$ cat src/core/iacm_cfg.svh
`ifndef IACM_CFG_SVH
`define IACM_CFG_SVH

// ********************************************
// register offsets (byte addresses)
// ********************************************
`define IACM_ADDR_W 8
`define IACM_OFS_CTRL 8'h00
`define IACM_OFS_NHVAL 8'h04
`define IACM_OFS_SRCADDR 8'h08
`define IACM_OFS_SRCMASK 8'h0c
`define IACM_OFS_ICMPVAL 8'h10
`define IACM_OFS_STATUS 8'h14
`define IACM_OFS_HITCNT 8'h18
`define IACM_OFS_FRMCNT 8'h1c

// ********************************************
// control field positions
// ********************************************
`define IACM_CTRL_NH_LSB 0
`define IACM_CTRL_NH_MSB 2
`define IACM_CTRL_SRC_BIT 3
`define IACM_CTRL_HOP_LSB 4
`define IACM_CTRL_HOP_MSB 5
`define IACM_CTRL_TYPE_BIT 6
`define IACM_CTRL_CODE_BIT 7
`define IACM_CTRL_EN_BIT 8
`define IACM_ICMP_TYPE_LSB 0
`define IACM_ICMP_TYPE_MSB 7
`define IACM_ICMP_CODE_LSB 8
`define IACM_ICMP_CODE_MSB 15

// ********************************************
// reset values and protocol numbers
// ********************************************
`define IACM_WORD_RST 32'h0000_0000
`define IACM_BYTE_RST 8'h00
`define IACM_MASK_RST 32'hffff_ffff
`define IACM_CNT_W 16
`define IACM_CNT_RST 16'h0000
`define IACM_PROTO_ICMP6 8'h3a
`define IACM_PROTO_UDP 8'h11
`define IACM_PROTO_TCP 8'h06

`endif

$ cat src/core/iacm_pkg.sv
`default_nettype none
`include "iacm_cfg.svh"

package iacm_pkg;

  typedef enum logic [2:0] {
    NH_ANY = 3'h0,
    NH_SPECIFIC = 3'h1,
    NH_ICMP = 3'h2,
    NH_UDP = 3'h3,
    NH_TCP = 3'h4
  } iacm_nh_mode_t;

  typedef enum logic [1:0] {
    HOP_ANY = 2'h0,
    HOP_ZERO = 2'h1,
    HOP_NONZERO = 2'h2
  } iacm_hop_mode_t;

  typedef struct packed {
    logic entryEn;
    iacm_nh_mode_t nhMode;
    logic srcCare;
    iacm_hop_mode_t hopMode;
    logic typeCare;
    logic codeCare;
    logic [7:0] nhValue;
    logic [31:0] srcAddr;
    logic [31:0] srcMask;
    logic [7:0] typeValue;
    logic [7:0] codeValue;
    logic [31:0] rdata;
    logic matchValid;
    logic matchHit;
    logic lastHit;
    logic seenFrame;
    logic [`IACM_CNT_W-1:0] hitCount;
    logic [`IACM_CNT_W-1:0] frameCount;
  } iacm_state_t;

endpackage

`default_nettype wire

$ cat src/core/iacm_matcher.sv
`timescale 1ns/1ps
`default_nettype none
`include "iacm_cfg.svh"

module iacm_matcher
  import iacm_pkg::*;
(
  // clock and reset
  input wire logic ref_clk,
  input wire logic srst,
  // register port
  input wire logic [`IACM_ADDR_W-1:0] regAddr,
  input wire logic [31:0] regWdata,
  input wire logic regWrite,
  input wire logic regRead,
  output logic [31:0] regRdata,
  // parsed header fields
  input wire logic frameValid,
  input wire logic frameIsIpv6,
  input wire logic [7:0] frameNextHdr,
  input wire logic [31:0] frameSrcLow,
  input wire logic [7:0] frameHopLimit,
  input wire logic [7:0] frameIcmpType,
  input wire logic [7:0] frameIcmpCode,
  // match result
  output logic matchValid,
  output logic matchHit
);

  // ********************************************
  // state
  // ********************************************
  iacm_state_t state_reg;
  iacm_state_t state_next;

  logic isIcmp;
  logic nhCmpHit;
  logic nhHit;
  logic srcHit;
  logic hopHit;
  logic typeHit;
  logic codeHit;
  logic icmpGate;
  logic entryHit;

  // clear always applies; an event in the same cycle is counted on top of the cleared value
  function automatic logic [`IACM_CNT_W-1:0] bumpCount(
    input logic [`IACM_CNT_W-1:0] cnt,
    input logic inc,
    input logic clr
  );
    logic [`IACM_CNT_W-1:0] base;
    base = clr ? `IACM_CNT_RST : cnt;
    // saturate so software sees a pinned value, not a wrap
    if (inc && (base != {`IACM_CNT_W{1'b1}})) begin
      return base + `IACM_CNT_W'(1);
    end
    return base;
  endfunction

  // ********************************************
  // criteria compare
  // ********************************************
  assign isIcmp = (frameNextHdr == `IACM_PROTO_ICMP6);

  iacm_field_cmp #(.W(8)) nhCmp (
    .care(state_reg.nhMode == NH_SPECIFIC),
    .value(state_reg.nhValue),
    .mask(8'hff),
    .field(frameNextHdr),
    .hit(nhCmpHit)
  );

  // low 32 bits only; upper address bits never take part
  iacm_field_cmp #(.W(32)) srcCmp (
    .care(state_reg.srcCare),
    .value(state_reg.srcAddr),
    .mask(state_reg.srcMask),
    .field(frameSrcLow),
    .hit(srcHit)
  );

  iacm_field_cmp #(.W(8)) typeCmp (
    .care(state_reg.typeCare),
    .value(state_reg.typeValue),
    .mask(8'hff),
    .field(frameIcmpType),
    .hit(typeHit)
  );

  iacm_field_cmp #(.W(8)) codeCmp (
    .care(state_reg.codeCare),
    .value(state_reg.codeValue),
    .mask(8'hff),
    .field(frameIcmpCode),
    .hit(codeHit)
  );

  always_comb begin
    case (state_reg.nhMode)
      NH_ANY: nhHit = 1'b1;
      NH_SPECIFIC: nhHit = nhCmpHit;
      NH_ICMP: nhHit = isIcmp;
      NH_UDP: nhHit = (frameNextHdr == `IACM_PROTO_UDP);
      NH_TCP: nhHit = (frameNextHdr == `IACM_PROTO_TCP);
      default: nhHit = 1'b0;
    endcase
  end

  always_comb begin
    case (state_reg.hopMode)
      HOP_ANY: hopHit = 1'b1;
      HOP_ZERO: hopHit = (frameHopLimit == 8'h00);
      HOP_NONZERO: hopHit = (frameHopLimit != 8'h00);
      default: hopHit = 1'b0;
    endcase
  end

  // icmp fields of a non-icmp frame are meaningless
  assign icmpGate = !(state_reg.typeCare || state_reg.codeCare)
                    || isIcmp;

  assign entryHit = state_reg.entryEn && frameIsIpv6 && nhHit
                    && srcHit && hopHit && typeHit && codeHit
                    && icmpGate;

  // ********************************************
  // next state
  // ********************************************
  always_comb begin
    state_next = state_reg;
    state_next.rdata = `IACM_WORD_RST;
    state_next.matchValid = frameValid;
    state_next.matchHit = frameValid && entryHit;
    if (frameValid) begin
      state_next.lastHit = entryHit;
      state_next.seenFrame = 1'b1;
    end
    state_next.hitCount = bumpCount(state_reg.hitCount,
      frameValid && entryHit,
      regWrite && (regAddr == `IACM_OFS_HITCNT));
    state_next.frameCount = bumpCount(state_reg.frameCount,
      frameValid,
      regWrite && (regAddr == `IACM_OFS_FRMCNT));
    if (regWrite) begin
      case (regAddr)
        `IACM_OFS_CTRL: begin
          state_next.nhMode = iacm_nh_mode_t'(
            regWdata[`IACM_CTRL_NH_MSB:`IACM_CTRL_NH_LSB]);
          state_next.srcCare = regWdata[`IACM_CTRL_SRC_BIT];
          state_next.hopMode = iacm_hop_mode_t'(
            regWdata[`IACM_CTRL_HOP_MSB:`IACM_CTRL_HOP_LSB]);
          state_next.typeCare = regWdata[`IACM_CTRL_TYPE_BIT];
          state_next.codeCare = regWdata[`IACM_CTRL_CODE_BIT];
          state_next.entryEn = regWdata[`IACM_CTRL_EN_BIT];
        end
        `IACM_OFS_NHVAL: begin
          state_next.nhValue = regWdata[7:0];
        end
        `IACM_OFS_SRCADDR: begin
          state_next.srcAddr = regWdata;
        end
        `IACM_OFS_SRCMASK: begin
          state_next.srcMask = regWdata;
        end
        `IACM_OFS_ICMPVAL: begin
          state_next.typeValue =
            regWdata[`IACM_ICMP_TYPE_MSB:`IACM_ICMP_TYPE_LSB];
          state_next.codeValue =
            regWdata[`IACM_ICMP_CODE_MSB:`IACM_ICMP_CODE_LSB];
        end
        default: begin
        end
      endcase
    end
    if (regRead) begin
      case (regAddr)
        `IACM_OFS_CTRL: begin
          state_next.rdata = {23'h00_0000, state_reg.entryEn,
            state_reg.codeCare, state_reg.typeCare,
            state_reg.hopMode, state_reg.srcCare,
            state_reg.nhMode};
        end
        `IACM_OFS_NHVAL: begin
          state_next.rdata = {24'h00_0000, state_reg.nhValue};
        end
        `IACM_OFS_SRCADDR: begin
          state_next.rdata = state_reg.srcAddr;
        end
        `IACM_OFS_SRCMASK: begin
          state_next.rdata = state_reg.srcMask;
        end
        `IACM_OFS_ICMPVAL: begin
          state_next.rdata = {16'h0000, state_reg.codeValue,
            state_reg.typeValue};
        end
        `IACM_OFS_STATUS: begin
          state_next.rdata = {30'h0000_0000, state_reg.seenFrame,
            state_reg.lastHit};
        end
        `IACM_OFS_HITCNT: begin
          state_next.rdata = {16'h0000, state_reg.hitCount};
        end
        `IACM_OFS_FRMCNT: begin
          state_next.rdata = {16'h0000, state_reg.frameCount};
        end
        default: begin
          state_next.rdata = `IACM_WORD_RST;
        end
      endcase
    end
  end

  // ********************************************
  // registers
  // ********************************************
  always_ff @(posedge ref_clk) begin
    if (srst) begin
      state_reg.entryEn <= 1'b0;
      state_reg.nhMode <= NH_ANY;
      state_reg.srcCare <= 1'b0;
      state_reg.hopMode <= HOP_ANY;
      state_reg.typeCare <= 1'b0;
      state_reg.codeCare <= 1'b0;
      state_reg.nhValue <= `IACM_BYTE_RST;
      state_reg.srcAddr <= `IACM_WORD_RST;
      state_reg.srcMask <= `IACM_MASK_RST;
      state_reg.typeValue <= `IACM_BYTE_RST;
      state_reg.codeValue <= `IACM_BYTE_RST;
      state_reg.rdata <= `IACM_WORD_RST;
      state_reg.matchValid <= 1'b0;
      state_reg.matchHit <= 1'b0;
      state_reg.lastHit <= 1'b0;
      state_reg.seenFrame <= 1'b0;
      state_reg.hitCount <= `IACM_CNT_RST;
      state_reg.frameCount <= `IACM_CNT_RST;
    end else begin
      state_reg <= state_next;
    end
  end

  assign regRdata = state_reg.rdata;
  assign matchValid = state_reg.matchValid;
  assign matchHit = state_reg.matchHit;
endmodule

`default_nettype wire

$ cat src/core/iacm_field_cmp.sv
`timescale 1ns/1ps
`default_nettype none

module iacm_field_cmp #(
  parameter int W = 8
) (
  // criterion
  input wire logic care,
  input wire logic [W-1:0] value,
  input wire logic [W-1:0] mask,
  // frame field
  input wire logic [W-1:0] field,
  // result
  output logic hit
);

  // zero mask bits drop out on both sides of the compare
  assign hit = !care || ((field & mask) == (value & mask));

endmodule

`default_nettype wire

$ cat config.mk
export PLATFORM = sky130hd
export DESIGN_NAME = iacm_matcher
export DESIGN_NICKNAME = d
export VERILOG_FILES = /design/src/core/iacm_pkg.sv /design/src/core/iacm_matcher.sv /design/src/core/iacm_field_cmp.sv
export VERILOG_INCLUDE_DIRS = /design/src /design/src/core
export SDC_FILE = /design/constraint.sdc
export NUM_CORES = 1
export LEC_CHECK = 0
export ABC_CLOCK_PERIOD_IN_PS = 4200
export BUFFER_PORTS_ARGS = -buffer_cell sky130_fd_sc_hd__buf_2
export CAP_MARGIN = 30
export CELL_PAD_IN_SITES_DETAIL_PLACEMENT = 0
export CELL_PAD_IN_SITES_GLOBAL_PLACEMENT = 1
export CORE_AREA = 2 2 142 144
export DETAILED_ROUTE_END_ITERATION = 10
export DIE_AREA = 0 0 144 146
export PLACE_DENSITY_LB_ADDON = 0.1
export REMOVE_ABC_BUFFERS = 1
export SLEW_MARGIN = 15
export SYNTH_ARGS = -nofsm -noshare
export SYNTH_HDL_FRONTEND = slang
export SYNTH_SLANG_ARGS = --single-unit
$ cat constraint.sdc
create_clock -name ref_clk -period 4.2 [get_ports ref_clk]
set_input_delay 0.84 -clock ref_clk [delete_from_list [all_inputs] [get_ports ref_clk]]
set_output_delay 0.84 -clock ref_clk [all_outputs]
set_load 0.05 [all_outputs]
---- Word level (Yosys, flattened, before mapping) ----
Cells that the tools add are included.
operators by class
  add/subtract/negate cells ............... 2
  equality and inequality tests ........... 22
  multiplexer cells ....................... 11
  bitwise logic cells ..................... 3
  reductions and logical operators ........ 34
operators by type and width
  cell                                            number
  case mux 32 bit (8 select lines)                1
  2-to-1 mux 16 bit                               6
  bitwise AND 32 bit                              2
  == test 8 x 5 -> 1 bit (second input constant)  5
  adder 16 x 1 -> 16 bit (second input constant)  2
  == test 32 bit                                  1
  inequality test 16 bit (second input constant)  2
  == test 8 bit                                   3
  == test 8 x 3 -> 1 bit (second input constant)  2
  == test 8 x 4 -> 1 bit (second input constant)  2
  zero test 8 bit                                 2
  logical AND 1 bit                               12
  AND reduction 2 bit                             5
  == test 8 x 6 -> 1 bit (second input constant)  1
  nonzero test 8 bit                              1
  == test 3 x 2 -> 1 bit (second input constant)  2
  logical OR 1 bit                                6
  zero test 1 bit                                 5
  case mux 1 bit (5 select lines)                 1
  == test 3 x 1 -> 1 bit (second input constant)  1
  == test 3 bit (second input constant)           1
  zero test 3 bit                                 1
  case mux 1 bit (3 select lines)                 1
  == test 2 x 1 -> 1 bit (second input constant)  1
  5 further kinds                                 6
word-level totals
  register bits after elaboration ......... 165
  bits of input ports ..................... 110
  output and inout port bits .............. 34
  logic and storage cells ................. 90

---- Longest topological paths before layout ----
  depth in word-level cells ............... 14
  depth in mapped cells ................... 13
  mapped depth without buffers ............ 11

---- Hierarchy ----
From an unflattened synthesis, not the netlist that was laid out.
second synthesis, totals
  cell total of the unflattened synthesis .. 944
  area, all modules ....................... 7739.9 µm²
modules (own cells, without submodules)
  module                        times used  cells each  area each (µm²)  seq. area each (µm²)
  iacm_matcher                  1           853         6921.6           3303.2
  iacm_field_cmp (srcCmp)       1           52          454.2            0.0
  iacm_field_cmp (codeCmp ...)  3           13          121.4            0.0

---- Worst setup path after synthesis ----
No wires, ideal clock.
  path kind ............................... input port to flip-flop
  start point ............................. input regAddr[5]
  end point ............................... register state_reg[22] (netlist bit)
  setup time .............................. 0.072 ns
  arrival ................................. 3.450 ns
  required time ........................... 4.128 ns
  setup slack ............................. 0.678 ns
  stages on the path ...................... 13
  path buffers ............................ 2
  path through ............................ or4b_4 > nor3b_4 > nand2_2 > and2_1 > ha_1 > nand3_1 > nor2_1 > and2_1 > and3_1 > clkbuf_1 > buf_2 > nor4_1 > mux2i_1
on the way
  word-level cells in the longest chain between the ends .. 7
  elaborated cells between the ends (all ways) .. 9
  classes of those cells .................. add/sub: 1; eq/ne: 2; mux: 4; reduce/logical: 2
ends and longest elaborated chain
  element                                                         RTL line             text
  start, declared                                                 iacm_matcher.sv:12   input wire logic [`IACM_ADDR_W-1:0] regAddr,
  == test 8 x 5 -> 1 bit *                                        -
  logical AND 1 bit *                                             iacm_matcher.sv:141  regWrite && (regAddr == `IACM_OFS_HITCNT));
  2-to-1 mux 16 bit *                                             iacm_matcher.sv:53   base = clr ? `IACM_CNT_RST : cnt;
  branches (longest 3 deep; another with adder 16 x 1 -> 16 bit)  -
  2-to-1 mux 16 bit *                                             iacm_matcher.sv:58   return base;
  end signal, assigned                                            iacm_matcher.sv:238  state_reg <= state_next;
  end, declared                                                   iacm_matcher.sv:33   iacm_state_t state_reg;
Every way passes the cells marked *. The select of a mux whose other input is x is not followed.
A chain may end at the register's enable or synchronous reset.

---- Final worst setup path ----
  start point ............................. input regAddr[5]
  end point ............................... register state_reg[25] (netlist bit)
The elaborated chain is that of the path after synthesis.

==> results.json <==
{
  "clock_latency_ns": 0.44,
  "crit_top_cell": "and2_1",
  "synth_top_family_by_area": "simple AND/OR/NAND/NOR gates",
  "crit_chain": "buf_2 -> or4b_4 -> nor3b_4 -> nand2_2 -> and2_1 -> ha_1 -> nand3_1 -> nor2_1 -> and2_1 -> and3_1 -> or4_1 -> a21boi_1",
  "gp_congestion": 0.811,
  "grt.total_usage_pct": 23.5,
  "largest_reg_flops": 131,
  "antenna_found_initial": 3,
  "tns_ns": 0,
  "drc_errors": 0,
  "cts.path.max_buffers": 2,
  "nets": 1176,
  "die_x_um": 144,
  "final_common_cell": "nand2_1",
  "synth_warnings": 0,
  "die_h_um": 146,
  "grt_max_degree": 70,
  "ctsResizeCount": 0,
  "hp-class": "flop to flop",
  "setup.worst_path.start_class": "input pin",
  "ir_drop_uv": 267,
  "drtPass1Iterations": 5,
  "htree_levels": 4,
  "drive_above_1_share_pct": 19.1,
  "ys_ff_latch": 165,
  "cts_setup_buffers": 0,
  "synth_compound_area_share_pct": 11.9,
  "finalSetupViolations": 0,
  "synthSimpleGateAreaFrac_pct": 25.7,
  "netlist_instances": 975,
  "pin_count": 144,
  "setup.worst_path.class": "input pin to flop",
  "path_buf_inv": 1,
  "path_max_fanout": 16,
  "worst_ep_arrival_time_ns": 3.96,
  "rsz0062_at_grt": "false",
  "slew_headroom_pct": 43.0,
  "dpl-instance-area_sq_um": 8770,
  "grt_overflow": 0,
  "grt_use_met1_pct": 32.5,
  "drt_wl_total_um": 24300,
  "ys_types": 58,
  "final_cell_area_sq_um": 9350,
  "die_area_sq_um": 21000,
  "root_buffer": "clkbuf_16",
  "crit_family": "simple AND/OR/NAND/NOR gates",
  "grt_pass1_wl_um": 37600,
  "cts_buffers": 17,
  "clkTransAtPathRegs_ns": 0.07,
  "hold_slack_ns": 0.475,
  "synthAdderAreaFrac_pct": 0.310,
  "ant_nets": 0,
  "wl_per_cell_um": 18.1,
  "via_per_inst": 5.24,
  "maxCapViolCount": 0,
  "coreArea_sq_um": 19300,
  "tightest_slew_ns": 0.853,
  "cts_tree": "built",
  "worst_clock_skew_ns": 0.0102,
  "cp-end-kind": "flop",
  "run_status": "complete, no violations",
  "critPathMaxStageDelay_ns": 0.57,
  "synthXorXnorAreaFrac_pct": 7.39,
  "max_freq_ghz": 0.278,
  "final_cell_mix": "nand2_1 (216), dfxtp_1 (165), buf_2 (142)",
  "hold_violations": 0,
  "cp.required_ns": 4.56,
  "use_met2_pct": 36.1,
  "place.port_buffers": 143,
  "syn_to_final_growth_pct": 16.0,
  "cts_sinks": 165,
  "muxShareOfSynthArea_pct": 7.70,
  "dp_hpwl_um": 17600,
  "fin_crit_sh_pct": 85.7,
  "gr-max-usage-layer": "met2",
  "period_minus_slack_ns": 3.60,
  "start_util_pct": 41.7,
  "powerDensity_nw_per_um2": 354,
  "drt_iter0_markers": 483,
  "p_leak_nw": 3.85,
  "syn_avg_cell_area_sq_um": 8.27,
  "holdBufCountCts": 0,
  "met3_usage_pct": 5.92,
  "yosysSeqAreaShare_pct": 41.0,
  "via_count": 7041,
  "crit_slowest_cell": "or4b_4",
  "syn_area_sq_um": 8060,
  "slew_viol_final": 0,
  "rows": 51,
  "grt_pass1_vias": 6565
}
area by class of cell:
type	count	area, sq um
clock buffers	20	457
diodes	1	2.50
multi-input cells	716	4280
inverters	3	11.3
clock inverters	12	118
fillers	1929	9980
flip-flops and latches	165	3300
repair buffers	161	853
well taps	265	332
synth_stat cells (all sizes together):
| cell type | number | area [sq um] |
|---|---|---|
| nor4b | 1 | 8.76 |
| mux2i | 53 | 531 |
| nand3 | 31 | 155 |
| ha | 2 | 25.0 |
| o21ai | 12 | 60.1 |
| a2111oi | 2 | 23.8 |
| nor2b | 2 | 12.5 |
| clkbuf | 51 | 191 |
| mux4 | 2 | 45.0 |
| o211ai | 1 | 12.5 |
| o31ai | 5 | 37.5 |
| nand3b | 33 | 248 |
| dfxtp | 165 | 3300 |
| nor4 | 4 | 31.3 |
| a22o | 2 | 17.5 |
| or2 | 3 | 18.8 |
| nor2 | 58 | 220 |
| o22ai | 7 | 43.8 |
| a211oi | 2 | 15.0 |
| o31a | 3 | 27.5 |
| a21oi | 80 | 400 |
| nor3b | 3 | 33.8 |
| o2111ai | 1 | 8.76 |
| nand2b | 10 | 62.6 |
| nand4 | 13 | 81.3 |
| a31oi | 1 | 6.26 |
| inv | 3 | 11.3 |
| o211a | 2 | 20.0 |
| or4 | 9 | 71.3 |
| or3b | 2 | 17.5 |
| xnor2 | 28 | 245 |
| buf | 40 | 282 |
| and2 | 9 | 56.3 |
| or3 | 8 | 50.1 |
| a22oi | 25 | 188 |
| mux2 | 4 | 45.0 |
| or4b | 1 | 13.8 |
| a221oi | 7 | 61.3 |
| nor3 | 7 | 35.0 |
| and3 | 17 | 106 |
| nand2 | 217 | 817 |
| and4 | 4 | 35.0 |
| xor2 | 40 | 350 |
| a21boi | 5 | 37.5 |
worst min-delay path, cell delays in order (launching register included):
cell	delay, ns
dfxtp_1	0.33
nand2_1	0.06
a21oi_1	0.05
through the flow:
| step | util [%] | instances | total power [mW] | setup WS [ns] |
|---|---|---|---|---|
| 2_1_floorplan | - | 884 | 1.68 | 0.651 |
| 3_3_place_gp | 45.4 | 1310 | 1.82 | 0.275 |
| 3_5_place_dp | 45.4 | 1310 | 1.82 | 0.220 |
| 4_1_cts | 48.4 | 1342 | 3.35 | 0.664 |
| 5_1_grt | 48.4 | 1342 | 3.43 | 0.409 |
| 6_report | 48.4 | 1343 | 3.31 | 0.600 |
layer usage:
layer / part of all wire (%) / wire length, um
met1: 47 / 11400
met2: 46 / 11100
met3: 5.4 / 1320
met4: 1.8 / 426
met5: 0.11 / 27
logic make-up (layout without fill, tap and decap cells):
group / Yosys count / in the layout
AOI/OAI and AO/OA: 155 / 155
xor gates and xnor gates: 68 / 68
adders and majority gates: 2 / 2
buffers and inverters: 94 / 196
DFF: 165 / 165
muxes: 59 / 59
other: 0 / 1
and+or+nand+nor: 432 / 432
final timing paths:
path / to / cells past startpoint / start / slack, ns
min: state_reg[144]$_SDFFE_PP0P_ / 2 / state_reg[144]$_SDFFE_PP0P_ / 0.48
max reg2reg: state_reg[30]$_SDFF_PP0_ / 7 / state_reg[161]$_SDFFE_PP0P_ / 1.24
min reg2reg: state_reg[144]$_SDFFE_PP0P_ / 2 / state_reg[144]$_SDFFE_PP0P_ / 0.48
max: state_reg[25]$_SDFF_PP0_ / 12 / regAddr[5] / 0.60
power by group:
part / internal [mW] / switching, mW
Clock: 0.855 / 0.676
Combinational: 0.0930 / 0.118
Sequential: 1.57 / 0.00387
Total: 2.52 / 0.797
(Power assumes the default switching activity.)
